$ cat config.mk
export PLATFORM = sky130hd
export DESIGN_NAME = nine_bit_uart
export DESIGN_NICKNAME = d
export VERILOG_FILES = /design/src/logic/nine_bit_uart_pkg.sv /design/src/logic/nine_bit_uart.sv /design/src/logic/rx_sampler.sv
export SDC_FILE = /design/constraint.sdc
export NUM_CORES = 1
export LEC_CHECK = 0
export ABC_CLOCK_PERIOD_IN_PS = 1700
export BUFFER_PORTS_ARGS = -buffer_cell sky130_fd_sc_hd__buf_2
export CAP_MARGIN = 20
export CORE_MARGIN = 2
export CORE_UTILIZATION = 30
export CTS_BUF_LIST = sky130_fd_sc_hd__clkbuf_2 sky130_fd_sc_hd__clkbuf_4 sky130_fd_sc_hd__clkbuf_8
export CTS_CLUSTER_SIZE = 30
export DETAILED_ROUTE_END_ITERATION = 16
export GPL_TIMING_DRIVEN = 0
export PLACE_DENSITY = 0.44
export SLEW_MARGIN = 20
export SYNTH_ARGS = -nofsm -noshare
export SYNTH_HDL_FRONTEND = slang
export SYNTH_HIERARCHICAL = 1
export SYNTH_SLANG_ARGS = --single-unit
$ cat constraint.sdc
create_clock -name SYS_CLK_I -period 1.7 [get_ports SYS_CLK_I]
set_input_delay 0 -clock SYS_CLK_I [delete_from_list [all_inputs] [get_ports SYS_CLK_I]]
set_output_delay 0 -clock SYS_CLK_I [all_outputs]
set_load 0.1 [all_outputs]
$ cat src/logic/nine_bit_uart_pkg.sv
// Package: constants for the 11-bit frame serial port.
// Assumes one system clock; registers reached over a plain strobe port.
package nine_bit_uart_pkg;
    // =========================================================
    // Register offsets
    localparam logic [2:0] OFS_DATA = 3'h0;
    localparam logic [2:0] OFS_CTRL = 3'h1;
    localparam logic [2:0] OFS_ADDR = 3'h2;
    localparam logic [2:0] OFS_MASK = 3'h3;
    localparam logic [2:0] OFS_DIV = 3'h4;
    // =========================================================
    // Control register bit positions
    localparam int CTRL_RX_DONE = 0;
    localparam int CTRL_TX_DONE = 1;
    localparam int CTRL_RX_NINTH = 2;
    localparam int CTRL_TX_NINTH = 3;
    localparam int CTRL_RX_EN = 4;
    localparam int CTRL_MULTIPROC = 5;
    localparam int CTRL_MODE = 6;
    localparam int CTRL_HALF_RATE = 7;
    // =========================================================
    // Reset values and counts
    localparam logic [7:0] ADDR_RST = 8'h00;
    localparam logic [7:0] MASK_RST = 8'h00;
    localparam logic [7:0] CTRL_RST = 8'h00;
    localparam logic [15:0] DIV_RST = 16'h0001;
    localparam logic [3:0] OVS_LAST = 4'hF;
    localparam logic [3:0] SMP_A = 4'h7;
    localparam logic [3:0] SMP_B = 4'h8;
    localparam logic [3:0] SMP_C = 4'h9;
    // Shifts done after the first data bit when the last shift leaves the stop bit alone
    localparam logic [3:0] TX_BITS = 4'h8;
endpackage : nine_bit_uart_pkg

$ cat src/logic/nine_bit_uart.sv
// Serial port for 11-bit frames with multiprocessor address filter.
// Assumes one 50 MHz clock, synchronous reset, plain register port.
//
// How it works
// - frame is start, eight data, ninth, stop
// - sent ninth bit follows tx_ninth_bit
// - mode 2 divides clock by 16 or 32
// - mode 3 rate from timer overflow
// - buffer write loads ninth bit, requests send
// - send starts after next counter rollover
// - start bit, then data, then shifting
// - first shift inserts stop, then zeros
// - bit count reaching TX_BITS ends send, sets tx flag
// - falling edge resets counter, fills ones
// - sample states 7,8,9, majority wins
// - non-zero start bit abandons frame
// - start at left end triggers final shift
// - load only if flag clear and filter passes
// - failed conditions discard; else store data
// - hunt again one bit time later
// - multiproc filter ignored outside modes 2, 3
// - multiproc accepts only matching address bytes
// - given address is value under mask
// - broadcast is value OR mask
// - reset clears address and mask
module nine_bit_uart
    import nine_bit_uart_pkg::*;
#(
    parameter int DIV_W = 16
)(
    input wire logic SYS_CLK_I,
    input wire logic SRST_I,
    input wire logic [2:0] ADDR_I,
    input wire logic [7:0] WDATA_I,
    input wire logic WR_I,
    input wire logic RD_I,
    output logic [7:0] RDATA_O,
    input wire logic TIMER_OVF_I,
    input wire logic RXD_I,
    output logic TXD_O,
    output logic IRQ_O
);
    typedef enum {TX_IDLE, TX_WAIT, TX_START, TX_DATA} tx_state_t;
    typedef enum {RX_HUNT, RX_BITS, RX_TAIL} rx_state_t;

    typedef struct packed {
        logic [7:0] ctrl;
        logic [7:0] rx_buf;
        logic [7:0] addr;
        logic [7:0] mask;
        logic [DIV_W-1:0] div;
        logic [DIV_W-1:0] pre;
        logic [4:0] m2cnt;
        logic [3:0] tx_cnt;
        logic [3:0] rx_cnt;
        logic [8:0] tx_sh;
        logic [3:0] tx_bits;
        tx_state_t tx_st;
        logic tx_req;
        logic [8:0] rx_sh;
        rx_state_t rx_st;
        logic rx_prev;
        logic txd;
        logic irq;
        logic [7:0] rdata;
        logic [1:0] rxd_sync;
    } state_t;
    state_t r, nxt;

    logic rx_bit;
    logic tick;

    // =========================================================
    // Address recognition
    function automatic logic addr_hit(input logic [7:0] a, input logic [7:0] v, input logic [7:0] m);
        logic [7:0] bc;
        bc = v | m;
        addr_hit = (((a ^ v) & m) == 8'h00) || (((a ^ bc) & bc) == 8'h00);
    endfunction : addr_hit

    rx_sampler u_sampler (
        .clk_i(SYS_CLK_I),
        .rst_i(SRST_I),
        .tick_i(tick),
        .phase_i(r.rx_cnt),
        .line_i(r.rxd_sync[1]),
        .bit_o(rx_bit)
    );

    // =========================================================
    // Oversample tick: mode 2 fixed divide, mode 3 timer overflow
    always_comb begin
        if (r.ctrl[CTRL_MODE]) begin
            tick = TIMER_OVF_I;
        end else if (r.ctrl[CTRL_HALF_RATE]) begin
            tick = r.m2cnt[0];
        end else begin
            tick = 1'b1;
        end
    end
    // =========================================================
    // Next state
    always_comb begin
        logic rx_fall;
        logic tx_roll;
        logic rx_roll;
        logic pass;
        logic [8:0] rx_full;
        logic [7:0] rx_byte;
        rx_fall = 1'b0;
        tx_roll = 1'b0;
        rx_roll = 1'b0;
        pass = 1'b0;
        rx_full = 9'h000;
        rx_byte = 8'h00;
        nxt = r;
        nxt.rxd_sync = {r.rxd_sync[0], RXD_I};
        nxt.m2cnt = r.m2cnt + 5'h01;
        nxt.rdata = 8'h00;
        if (tick) begin
            nxt.tx_cnt = r.tx_cnt + 4'h1;
            nxt.rx_cnt = r.rx_cnt + 4'h1;
        end
        tx_roll = tick && (r.tx_cnt == OVS_LAST);
        rx_roll = tick && (r.rx_cnt == OVS_LAST);

        // Transmit path
        case (r.tx_st)
            TX_IDLE: begin
                nxt.txd = 1'b1;
            end
            TX_WAIT: begin
                if (tx_roll) begin
                    nxt.tx_st = TX_START;
                    nxt.txd = 1'b0;
                end
            end
            TX_START: begin
                if (tx_roll) begin
                    nxt.tx_st = TX_DATA;
                    nxt.txd = r.tx_sh[0];
                    nxt.tx_bits = 4'h0;
                end
            end
            TX_DATA: begin
                if (tx_roll) begin
                    // Stop bit enters on first shift, zeros after
                    nxt.tx_sh = {(r.tx_bits == 4'h0), r.tx_sh[8:1]};
                    nxt.tx_bits = r.tx_bits + 4'h1;
                    nxt.txd = r.tx_sh[1];
                    if (r.tx_bits == TX_BITS) begin
                        nxt.tx_st = TX_IDLE;
                        nxt.txd = 1'b1;
                        nxt.ctrl[CTRL_TX_DONE] = 1'b1;
                    end
                end
            end
            default: nxt.tx_st = TX_IDLE;
        endcase

        // Receive path
        rx_fall = r.rx_prev && !r.rxd_sync[1];
        if (tick) begin
            nxt.rx_prev = r.rxd_sync[1];
        end
        rx_full = {r.rx_sh[7:0], rx_bit};
        // First data bit sits highest, so the byte is bit-reversed
        for (int i = 0; i < 8; i++) begin
            rx_byte[i] = r.rx_sh[7-i];
        end
        case (r.rx_st)
            RX_HUNT: begin
                if (tick && rx_fall && r.ctrl[CTRL_RX_EN]) begin
                    nxt.rx_cnt = 4'h0;
                    nxt.rx_sh = 9'h1FF;
                    nxt.rx_st = RX_BITS;
                end
            end
            RX_BITS: begin
                if (rx_roll) begin
                    if (r.rx_sh == 9'h1FF && rx_bit) begin
                        nxt.rx_st = RX_HUNT;
                    end else if (!r.rx_sh[8]) begin
                        // Ninth bit is the last sample, start falls off the left
                        pass = !r.ctrl[CTRL_RX_DONE] && (!r.ctrl[CTRL_MULTIPROC] ||
                            (rx_bit && addr_hit(rx_byte, r.addr, r.mask)));
                        if (pass) begin
                            nxt.rx_buf = rx_byte;
                            nxt.ctrl[CTRL_RX_NINTH] = rx_bit;
                            nxt.ctrl[CTRL_RX_DONE] = 1'b1;
                        end
                        nxt.rx_sh = rx_full;
                        nxt.rx_st = RX_TAIL;
                    end else begin
                        nxt.rx_sh = rx_full;
                    end
                end
            end
            RX_TAIL: begin
                if (rx_roll) begin
                    nxt.rx_st = RX_HUNT;
                end
            end
            default: nxt.rx_st = RX_HUNT;
        endcase

        // Register port; hardware set wins over a software clear
        if (WR_I) begin
            case (ADDR_I)
                OFS_DATA: begin
                    nxt.tx_sh = {r.ctrl[CTRL_TX_NINTH], WDATA_I};
                    nxt.tx_st = TX_WAIT;
                end
                OFS_CTRL: begin
                    nxt.ctrl = WDATA_I | (nxt.ctrl & ~r.ctrl & 8'h03);
                end
                OFS_ADDR: nxt.addr = WDATA_I;
                OFS_MASK: nxt.mask = WDATA_I;
                default: nxt.div = r.div;
            endcase
        end
        if (RD_I) begin
            case (ADDR_I)
                OFS_DATA: nxt.rdata = r.rx_buf;
                OFS_CTRL: nxt.rdata = r.ctrl;
                OFS_ADDR: nxt.rdata = r.addr;
                OFS_MASK: nxt.rdata = r.mask;
                default: nxt.rdata = 8'h00;
            endcase
        end
        nxt.irq = nxt.ctrl[CTRL_RX_DONE] | nxt.ctrl[CTRL_TX_DONE];
    end

    // =========================================================
    // State register
    always_ff @(posedge SYS_CLK_I) begin
        if (SRST_I) begin
            r <= '0;
            r.ctrl <= CTRL_RST;
            r.addr <= ADDR_RST;
            r.mask <= MASK_RST;
            r.div <= DIV_W'(DIV_RST);
            r.tx_st <= TX_IDLE;
            r.rx_st <= RX_HUNT;
            r.txd <= 1'b1;
            r.rx_prev <= 1'b1;
            r.rxd_sync <= 2'b11;
            r.tx_sh <= 9'h1FF;
            r.rx_sh <= 9'h1FF;
        end else begin
            r <= nxt;
        end
    end

    assign TXD_O = r.txd;
    assign IRQ_O = r.irq;
    assign RDATA_O = r.rdata;

    // =========================================================
    // Assertions
    a_tx_idle_high: assert property (@(posedge SYS_CLK_I) disable iff (SRST_I)
        r.tx_st == TX_IDLE |-> ##1 (TXD_O || r.tx_st != TX_IDLE)) else $error("line not idle high");
    a_start_low: assert property (@(posedge SYS_CLK_I) disable iff (SRST_I)
        r.tx_st == TX_START |-> !TXD_O) else $error("start bit not low");
    a_tx_begins: assert property (@(posedge SYS_CLK_I) disable iff (SRST_I)
        (r.tx_st == TX_WAIT && tick && r.tx_cnt == OVS_LAST && !WR_I) |=> r.tx_st == TX_START)
        else $error("send did not start on rollover");
    a_tx_done_set: assert property (@(posedge SYS_CLK_I) disable iff (SRST_I)
        (r.tx_st == TX_DATA && tick && r.tx_cnt == OVS_LAST && r.tx_bits == TX_BITS && !WR_I)
        |=> (r.ctrl[CTRL_TX_DONE] && r.tx_st == TX_IDLE)) else $error("send end did not set tx flag");
    a_load_ninth: assert property (@(posedge SYS_CLK_I) disable iff (SRST_I)
        (WR_I && ADDR_I == OFS_DATA) |=> r.tx_sh[8] == $past(r.ctrl[CTRL_TX_NINTH]))
        else $error("ninth bit not loaded");
    a_rx_flag_hold: assert property (@(posedge SYS_CLK_I) disable iff (SRST_I)
        (r.ctrl[CTRL_RX_DONE] && !(WR_I && ADDR_I == OFS_CTRL)) |=> r.ctrl[CTRL_RX_DONE])
        else $error("rx flag dropped");
    a_irq_follows: assert property (@(posedge SYS_CLK_I) disable iff (SRST_I)
        IRQ_O == (r.ctrl[CTRL_RX_DONE] | r.ctrl[CTRL_TX_DONE])) else $error("irq mismatch");
    a_false_start: assert property (@(posedge SYS_CLK_I) disable iff (SRST_I)
        (r.rx_st == RX_BITS && r.rx_sh == 9'h1FF && tick && r.rx_cnt == OVS_LAST && rx_bit)
        |=> r.rx_st == RX_HUNT) else $error("false start kept");
    a_tail_hunt: assert property (@(posedge SYS_CLK_I) disable iff (SRST_I)
        (r.rx_st == RX_TAIL && tick && r.rx_cnt == OVS_LAST) |=> r.rx_st == RX_HUNT)
        else $error("no return to hunt");
    c_tx_frame: cover property (@(posedge SYS_CLK_I) $rose(r.ctrl[CTRL_TX_DONE]));
    c_rx_frame: cover property (@(posedge SYS_CLK_I) $rose(r.ctrl[CTRL_RX_DONE]));
    c_rx_filtered: cover property (@(posedge SYS_CLK_I) r.rx_st == RX_TAIL && !r.ctrl[CTRL_RX_DONE]);
endmodule : nine_bit_uart

$ cat src/logic/rx_sampler.sv
// Receive bit detector: three samples per bit time, majority vote.
// Assumes a synchronised line input and an oversample tick.
module rx_sampler
    import nine_bit_uart_pkg::*;
(
    input wire logic clk_i,
    input wire logic rst_i,
    input wire logic tick_i,
    input wire logic [3:0] phase_i,
    input wire logic line_i,
    output logic bit_o
);
    typedef struct packed {
        logic [1:0] votes;
    } smp_t;
    smp_t s_r, s_nxt;

    // =========================================================
    // Majority over states seven, eight and nine
    always_comb begin
        s_nxt = s_r;
        if (tick_i && phase_i == SMP_A) begin
            s_nxt.votes = {1'b0, line_i};
        end else if (tick_i && (phase_i == SMP_B || phase_i == SMP_C)) begin
            s_nxt.votes = s_r.votes + {1'b0, line_i};
        end
    end

    always_ff @(posedge clk_i) begin
        if (rst_i) begin
            s_r <= '0;
        end else begin
            s_r <= s_nxt;
        end
    end

    assign bit_o = s_r.votes[1];
endmodule : rx_sampler

==> results of run 1 <==
state kept, by name, summed over array words and instances, names as in the netlist:
name	count
IRQ_O	1
RDATA_O	8
TXD_O	1
nxt	1
r	99
u_sampler/s_r	2
kinds of logic (layout without fill, tap and decap cells):
| group | after synthesis | after routing | share of synthesized area (%) |
|---|---|---|---|
| AOI/OAI and AO/OA | 65 | 65 | 9.41 |
| xor gates and xnor gates | 14 | 14 | 2.63 |
| adders and majority gates | 5 | 5 | 1.34 |
| buffers and inverters | 42 | 125 | 4.37 |
| DFF | 112 | 112 | 48.0 |
| muxes | 36 | 36 | 9.97 |
| other | 1 | 30 | 0.0803 |
| and+or+nand+nor | 206 | 206 | 24.2 |
per-stage QoR:
stage | total power [mW] | cell area, sq um | std cells | hold WS [ns] | util [%]
after floorplan | 2.99 | 4810 | 510 | 0.0787 | -
after global placement | 3.09 | 5170 | 724 | 0.195 | 34.0
after detailed placement | 3.10 | 5170 | 724 | 0.199 | 34.0
after CTS | 4.81 | 5910 | 774 | 0.0859 | 38.9
after global routing | 4.99 | 6110 | 781 | 0.133 | 40.2
final | 4.74 | 6110 | 781 | 0.100 | 40.2
synthesized netlist by cell type (2+ instances only):
master / count
dfxtp_1: 112
nor2_1: 61
nand2_1: 45
a21oi_1: 25
mux2i_1: 24
nand2b_1: 20
nor3_1: 16
xor2_1: 12
and3_1: 11
clkbuf_1: 11
inv_1: 11
buf_4: 10
nor2b_1: 10
a221oi_1: 9
buf_1: 8
mux4_2: 8
a22oi_1: 6
nor4_1: 6
ha_1: 5
nand4_1: 5
nor4_2: 5
or2_2: 5
mux2_2: 4
o21ai_0: 4
o22ai_1: 4
a211oi_1: 3
a31oi_1: 3
nor3b_1: 3
a211o_1: 2
and3b_1: 2
nand3_1: 2
nor4_4: 2
nor4b_1: 2
o31a_1: 2
o41ai_1: 2
or3_1: 2
xnor2_1: 2
worst min-delay path: cells and delay by family:
| kind | cells | cell delay, ns |
|---|---|---|
| compound gates | 1 | 0.05 |
| simple gates | 3 | 0.29 |
| buf+inv | 1 | 0.12 |
routing by layer:
| layer | vias up | GRT usage [%] | wire [um] |
|---|---|---|---|
| li1 | 1869 | - | - |
| met1 | 1730 | 19.4 | 5480 |
| met2 | 84 | 26.1 | 5840 |
| met3 | 25 | 3.83 | 450 |
| met4 | 0 | 5.50 | 250 |
| met5 | - | 0 | 0 |
area by class of cell:
type                       instances  area share [%]
multi-input combinational        356            43.1
sequential                       112            37.2
timing repair buffer              68            8.71
tap                              188            3.85
buffer                            30            3.09
clock buffer                       9            2.03
clock inverter                     7            1.33
inverter                          11           0.676
repair_timing:
| item | CTS | global route |
|---|---|---|
| pin swaps | 21 | 11 |
| resized for setup | 61 | 28 |
| setup buffers | 21 | 10 |
| gates cloned | 1 | 1 |
| hold buffers | 12 | 0 |
| endpoints found under the hold margin | 41 | 0 |
| endpoints found under the setup margin | 46 | 41 |
report_power, final:
group / internal [mW] / switching [mW]
combinational: 0.147 / 0.198
clock: 0.592 / 1.05
sequential: 2.70 / 0.0574
how the worst max path moves through the flow:
stage	startpoint	end	slack, ns	depth (start not counted)
after floorplan	r[104]	TXD_O	-0.11	6
after global placement	r[74]	r[89]	-0.45	6
after detailed placement	r[74]	r[89]	-0.43	6
after CTS	r[14]	r[52]	-0.22	6
after global routing	r[74]	r[89]	-0.32	8
final	r[74]	TXD_O	-0.23	6
==> flow_summary.yaml, run 1 <==
critical_path:
  crit_buf_inv: 1
  r2r_end: "TXD_O"
  criticalPathCategory: "reg2reg"
  cp-start-kind: "register"
  path_cells: "nor4_4 > nand4_4 > buf_4 > nor3_4 > mux2_4 > or3_1"
  cp_top_family: "simple AND/OR/NAND/NOR gates"
  worstReg2RegStart: "r[74]"
  reg2regPathDepth: 6
  cp-end-kind: "register"
  required_ns: 2.01
  crit_arrival_ns: 2.24
  r2r_slack_ns: -0.23
  slowest_stage: "dfxtp_2"
  crit_path_max_fanout: 2
  max_stage_delay_ns: 0.35
timing:
  fin_crit_ns: 1.93
  report.final.slew_viol_count: 0
  finalHoldViolations: 0
  slew_headroom_pct: 55.7
  post-route-period-util_pct: 114
  worst_pin_slew_ns: 0.665
  clock.fmax_mhz: 517
  rsz0062_at_grt: "yes"
  tns_ns: -3.12
  setup_ws_ns: -0.233
  clock_skew_ns: 0.0188
  setup_viol: 33
power_and_ir_drop:
  power_density_nw_per_um2: 777
  p_leak_nw: 2.35
  peakVddDrop_mv: 0.705
clock_tree:
  htreeDepth: 3
  cts_tree: "yes"
  clockRootBuffer: "clkbuf_8"
  clock_latency_ns: 0.41
  numCtsBuffers: 9
  clk_pin_slew_ns: 0.12
  clk_path_buf_depth: 2
  clock_sinks: 112
run_status:
  violations: "setup timing"
  run_status: "complete, but fails checks"
die:
  die_y_um: 129
  io_pins: 27
  core_area_sq_um: 15200
  rows: 45
  chipWidth_um: 129
  dieArea_sq_um: 16600
  start_util_pct: 30.7
synth:
  yosysTopAreaCell: "dfxtp_1"
  synth_seq_cells: 112
  synth.avg_cell_area_sq_um: 9.71
  ys_top_cells_by_area: "dfxtp_1 48%, mux2i_1 5.1%, nor2_1 4.9%, mux4_2 3.9%, nand2_1 3.6%"
  ys_async_sr_fraction_pct: 0
  yosys_warnings: 6
  ys_types: 54
  yosys.area.top_type_share_pct: 48.0
  mappedNetlistArea_sq_um: 4670
  synth_edf_count: 0
  synth_cells: 481
  ys.flop_type: "dfxtp_1"
  seq_area_frac_synth_pct: 48.0
layout:
  drive_gt1_share_pct: 28.8
  final_cell_mix: "97 x dfxtp_1, 58 x nor2_1, 44 x nand2_1, 30 x conb_1, 29 x buf_4"
  syn2layout_area_growth_pct: 30.8
  antenna-diode-count: 0
  fillCellCount: 1551
  fin_nets: 610
  final_common_cell: "dfxtp_1"
  multi_input_area_sq_um: 2630
  seq_area_sq_um: 2270
placement:
  pre_cts_slack_ns: -0.431
  place_congestion: 0.815
  dp_hpwl_mm: 8.17
  port_buffers: 26
drt:
  ant_nets: 0
  first_iter_violations: 266
  first_pass_iters: 4
  wire_per_inst_um: 15.4
  wl_mm: 12.0
  vias: 3708
  vias_per_cell: 4.75
  remaining_drc_errors: 0
global_route:
  grt_overflow: 0
  antenna_found_initial: 0
  grt_use_total_pct: 15.5
  grt_pass1_vias: 3629
  grt_pass1_wl_mm: 19.5
  grt_max_degree: 23
worst_hold_path:
  holdPathStages: 5
  worst_hold_path_type: "in2reg"
  min_from: "ADDR_I[1]"
  whs_endpoint: "r[155]"
job:
  maxCapViolations: 0
(Power assumes the default switching activity.)
==> run 2: changes to the inputs <==
SETUP_SLACK_MARGIN = 0.4   (was not set)
==> flow_summary.yaml, run 2 (synthesized netlist as in run 1, its figures left out) <==
clock_tree:
  clk_path_buf_depth: 2
  clock_latency_ns: 0.39
  numCtsBuffers: 9
  clockRootBuffer: "clkbuf_8"
  htreeDepth: 3
  clk_pin_slew_ns: 0.11
  cts_tree: "yes"
  clock_sinks: 112
global_route:
  grt_overflow: 0
  antenna_found_initial: 0
  grt_use_total_pct: 15.7
  grt_pass1_vias: 3819
  grt_max_degree: 21
  grt_pass1_wl_mm: 19.9
timing:
  clock_skew_ns: 0.0119
  setup_viol: 33
  worst_pin_slew_ns: 0.682
  slew_headroom_pct: 54.5
  clock.fmax_mhz: 539
  fin_crit_ns: 1.86
  post-route-period-util_pct: 109
  tns_ns: -2.80
  report.final.slew_viol_count: 0
  hold_ws_ns: 0.124
  setup_ws_ns: -0.155
  finalHoldViolations: 0
  rsz0062_at_grt: "yes"
layout:
  antenna-diode-count: 0
  regMostFlops: "r"
  fillCellCount: 1518
  final_common_cell: "dfxtp_1"
  final_cell_mix: "88 x dfxtp_1, 56 x nor2_1, 41 x nand2_1, 30 x buf_4, 30 x conb_1"
  largest_reg_flops: 99
  syn2layout_area_growth_pct: 38.0
  fin_nets: 627
  drive_gt1_share_pct: 36.5
worst_hold_path:
  holdPathStages: 5
  whs_endpoint: "r[155]"
  worst_hold_path_type: "in2reg"
  min_from: "ADDR_I[1]"
die:
  core_area_sq_um: 15200
  chipWidth_um: 129
  start_util_pct: 30.7
  dieArea_sq_um: 16600
  io_pins: 27
  rows: 45
  die_y_um: 129
drt:
  first_pass_iters: 4
  vias_per_cell: 4.74
  vias: 3775
  wire_per_inst_um: 15.5
  first_iter_violations: 184
  remaining_drc_errors: 0
  wl_mm: 12.4
  ant_nets: 0
critical_path:
  cp-end-kind: "register"
  criticalPathCategory: "reg2reg"
  r2r_slack_ns: -0.16
  worstReg2RegStart: "r[74]"
  crit_path_max_fanout: 2
  cp-start-kind: "register"
  required_ns: 1.99
  max_stage_delay_ns: 0.35
  path_cells: "nor4_4 > nand4_4 > buf_6 > nor3_4 > mux2_4 > or3_1"
  slowest_stage: "nor4_4"
  r2r_end: "TXD_O"
  crit_arrival_ns: 2.15
  reg2regPathDepth: 6
run_status:
  violations: "setup timing"
  run_status: "complete, but fails checks"
power_and_ir_drop:
  peakVddDrop_mv: 0.516
  power_density_nw_per_um2: 730
  p_leak_nw: 2.48
placement:
  place_congestion: 0.810
  port_buffers: 26
  dp_hpwl_mm: 8.47
job:
  maxCapViolations: 0
## run 2: area by class of cell
| type | count | area [sq um] | area share [%] |
|---|---|---|---|
| repair buffers | 84 | 694 | 10.8 |
| well taps | 188 | 235 | 3.65 |
| multi-input cells | 356 | 2800 | 43.5 |
| plain buffers | 31 | 194 | 3.01 |
| clock buffers | 9 | 124 | 1.92 |
| clock inverters | 6 | 60.1 | 0.932 |
| inverters | 11 | 41.3 | 0.641 |
| flip-flops and latches | 112 | 2290 | 35.5 |
## run 2: metrics by stage
stage	power [mW]	instances	utilization [%]	cell area (sq um)	worst slack [ns]
6_report	4.70	797	42.4	6440	-0.155
5_1_grt	4.94	797	42.4	6440	-0.253
4_1_cts	4.74	783	40.4	6140	-0.197
3_5_place_dp	3.12	724	34.7	5280	-0.478
3_3_place_gp	3.11	724	34.7	5280	-0.464
2_1_floorplan	3.01	510	-	4920	-0.0640
## run 2: power by group
part | internal [mW] | total [mW] | switching, mW
sequential | 2.70 | 2.77 | 0.0655
combinational | 0.182 | 0.398 | 0.216
clock | 0.562 | 1.54 | 0.976
total | 3.45 | 4.70 | 1.26
## run 2: timing repair
item | 4_1_cts | 5_1_grt
hold buffers | 12 | 0
setup buffers | 30 | 14
resized for setup | 74 | 52
setup endpoints to repair | 62 | 65
pin swaps | 25 | 22
endpoints found under the hold margin | 40 | 0
cloned | 2 | 0
## run 2: critical path: cells and delay by family (launching register included)
family	cells	cell delay [ns]
buf+inv	1	0.16
flops	1	0.34
mux	1	0.31
simple gates	4	0.95
## run 2: worst max-delay path by stage
stage	cells after the start	slack, ns	start	end
floorplan	5	-0.06	r[85]	TXD_O
global placement	6	-0.46	r[74]	r[89]
detailed placement	6	-0.48	r[74]	r[89]
CTS	8	-0.20	r[77]	r[95]
global route	8	-0.25	r[74]	r[90]
finish	6	-0.16	r[74]	TXD_O
## run 2: metal layers
metal / track usage [%] / routed length [um] / vias to the layer above
li1: - / - / 1899
met1: 18.9 / 5640 / 1806
met2: 27.3 / 6150 / 55
met3: 3.95 / 373 / 15
met4: 5.50 / 221 / 0
met5: 0 / 0 / -
==> run 3: changes to the inputs <==
BUFFER_PORTS_ARGS = not set   (was -buffer_cell sky130_fd_sc_hd__buf_2)
CTS_BUF_LIST = not set   (was sky130_fd_sc_hd__clkbuf_2 sky130_fd_sc_hd__clkbuf_4 sky130_fd_sc_hd__clkbuf_8)
DONT_BUFFER_PORTS = 1   (was not set)
PLACE_DENSITY = 0.42   (was 0.44)
==> flow_summary.yaml, run 3 (synthesized netlist as in run 1, its figures left out) <==
run_status:
  run_status: "complete, but fails checks"
  violations: "setup timing"
die:
  core_area_sq_um: 15200
  io_pins: 27
  chipWidth_um: 129
  dieArea_sq_um: 16600
  start_util_pct: 30.7
  rows: 45
  die_y_um: 129
clock_tree:
  cts_tree: "yes"
  clock_latency_ns: 0.37
  clk_path_buf_depth: 2
  clock_sinks: 112
  clk_pin_slew_ns: 0.08
  numCtsBuffers: 9
  htreeDepth: 3
  clockRootBuffer: "clkbuf_16"
global_route:
  grt_pass1_vias: 3608
  grt_max_degree: 21
  antenna_found_initial: 1
  grt_pass1_wl_mm: 19.9
  grt_use_total_pct: 15.7
  grt_overflow: 0
drt:
  first_iter_violations: 170
  vias_per_cell: 4.76
  wire_per_inst_um: 16.1
  ant_nets: 0
  first_pass_iters: 4
  wl_mm: 12.2
  remaining_drc_errors: 0
  vias: 3616
layout:
  final_cells: 760
  drive_gt1_share_pct: 28.7
  final_cell_mix: "89 x dfxtp_1, 58 x nor2_1, 43 x nand2_1, 30 x conb_1, 25 x buf_4"
  fin_nets: 588
  final_common_cell: "dfxtp_1"
  regMostFlops: "r"
  final_util_pct: 41.0
  syn2layout_area_growth_pct: 33.5
  largest_reg_flops: 99
timing:
  hold_ws_ns: 0.0295
  clock.fmax_mhz: 532
  report.final.slew_viol_count: 0
  slew_headroom_pct: 46.2
  clock_skew_ns: 0.00905
  tns_ns: -3.74
  finalHoldViolations: 0
  rsz0062_at_grt: "yes"
  post-route-period-util_pct: 111
  worst_pin_slew_ns: 0.807
  setup_viol: 33
  setup_ws_ns: -0.179
  fin_crit_ns: 1.88
critical_path:
  crit_buf_inv: 3
  criticalPathCategory: "reg2reg"
  slowest_stage: "dfxtp_2"
  worstReg2RegStart: "r[86]"
  cp-end-kind: "register"
  crit_path_max_fanout: 4
  max_stage_delay_ns: 0.33
  path_cells: "nor4_4 > nand4_4 > buf_4 > buf_6 > nor4_4 > buf_4 > a211o_1 > o21ai_1"
  required_ns: 1.93
  r2r_end: "r[90]"
  r2r_slack_ns: -0.18
  cp-start-kind: "register"
  cp_top_family: "simple AND/OR/NAND/NOR gates"
  crit_arrival_ns: 2.11
  reg2regPathDepth: 8
power_and_ir_drop:
  power_density_nw_per_um2: 858
  peakVddDrop_mv: 0.620
  p_leak_nw: 2.31
placement:
  dp_hpwl_mm: 8.58
  pre_cts_slack_ns: -0.458
  post-place-cells: 698
  place_congestion: 0.783
  port_buffers: 0
worst_hold_path:
  whs_endpoint: "r[91]"
  worst_hold_path_type: "in2reg"
  holdPathStages: 3
  min_from: "ADDR_I[0]"
job:
  maxCapViolations: 0
## run 3: through the flow
step	area (sq um)	power (mW)
floorplan	4920	3.01
global placement	5150	3.07
detailed placement	5150	3.08
CTS	6040	5.43
global route	6230	5.60
finish	6230	5.35
## run 3: final cells by class
class	instances	area, sq um
diodes	1	2.50
well taps	188	235
inverters	11	41.3
fillers	1519	8970
plain buffers	31	190
flip-flops and latches	112	2280
repair buffers	45	445
multi-input cells	356	2730
clock inverters	6	81.3
clock buffers	10	229
## run 3: power by group
part	switching, mW	leakage, nW	internal, mW
sequential	0.0782	0.922	2.70
clock	1.06	0.151	1.18
combinational	0.179	1.24	0.149
total	1.32	2.31	4.03
## run 3: worst min-delay path: cells and delay by family
kind / cells / cell delay, ns
AOI/OAI and AO/OA: 1 / 0.12
and+or+nand+nor: 2 / 0.22
## run 3: worst max path at each step
stage | start | end | slack, ns | cells after the start
2_1_floorplan | r[85] | TXD_O | -0.06 | 5
3_3_place_gp | r[74] | r[89] | -0.45 | 6
3_5_place_dp | r[74] | r[89] | -0.46 | 6
4_1_cts | r[14] | r[46] | -0.20 | 6
5_1_grt | r[77] | r[95] | -0.29 | 7
6_report | r[86] | r[90] | -0.18 | 8
## run 3: repair_timing
item                       in CTS  in global routing
hold endpoints to repair       44                  0
gates cloned                    2                  1
setup buffers                  21                  7
hold buffers                   14                  0
pin swaps                      16                  9
setup endpoints to repair      54                 57
resized for setup              60                 31
## run 3: layer usage
| layer | up-vias | track usage [%] | share of wire, % |
|---|---|---|---|
| li1 | 1832 | - | - |
| met4 | 0 | 5.50 | 1.5 |
| met2 | 55 | 25.5 | 48 |
| met3 | 14 | 4.91 | 4.7 |
| met1 | 1715 | 19.9 | 46 |
| met5 | - | 0 | 0 |
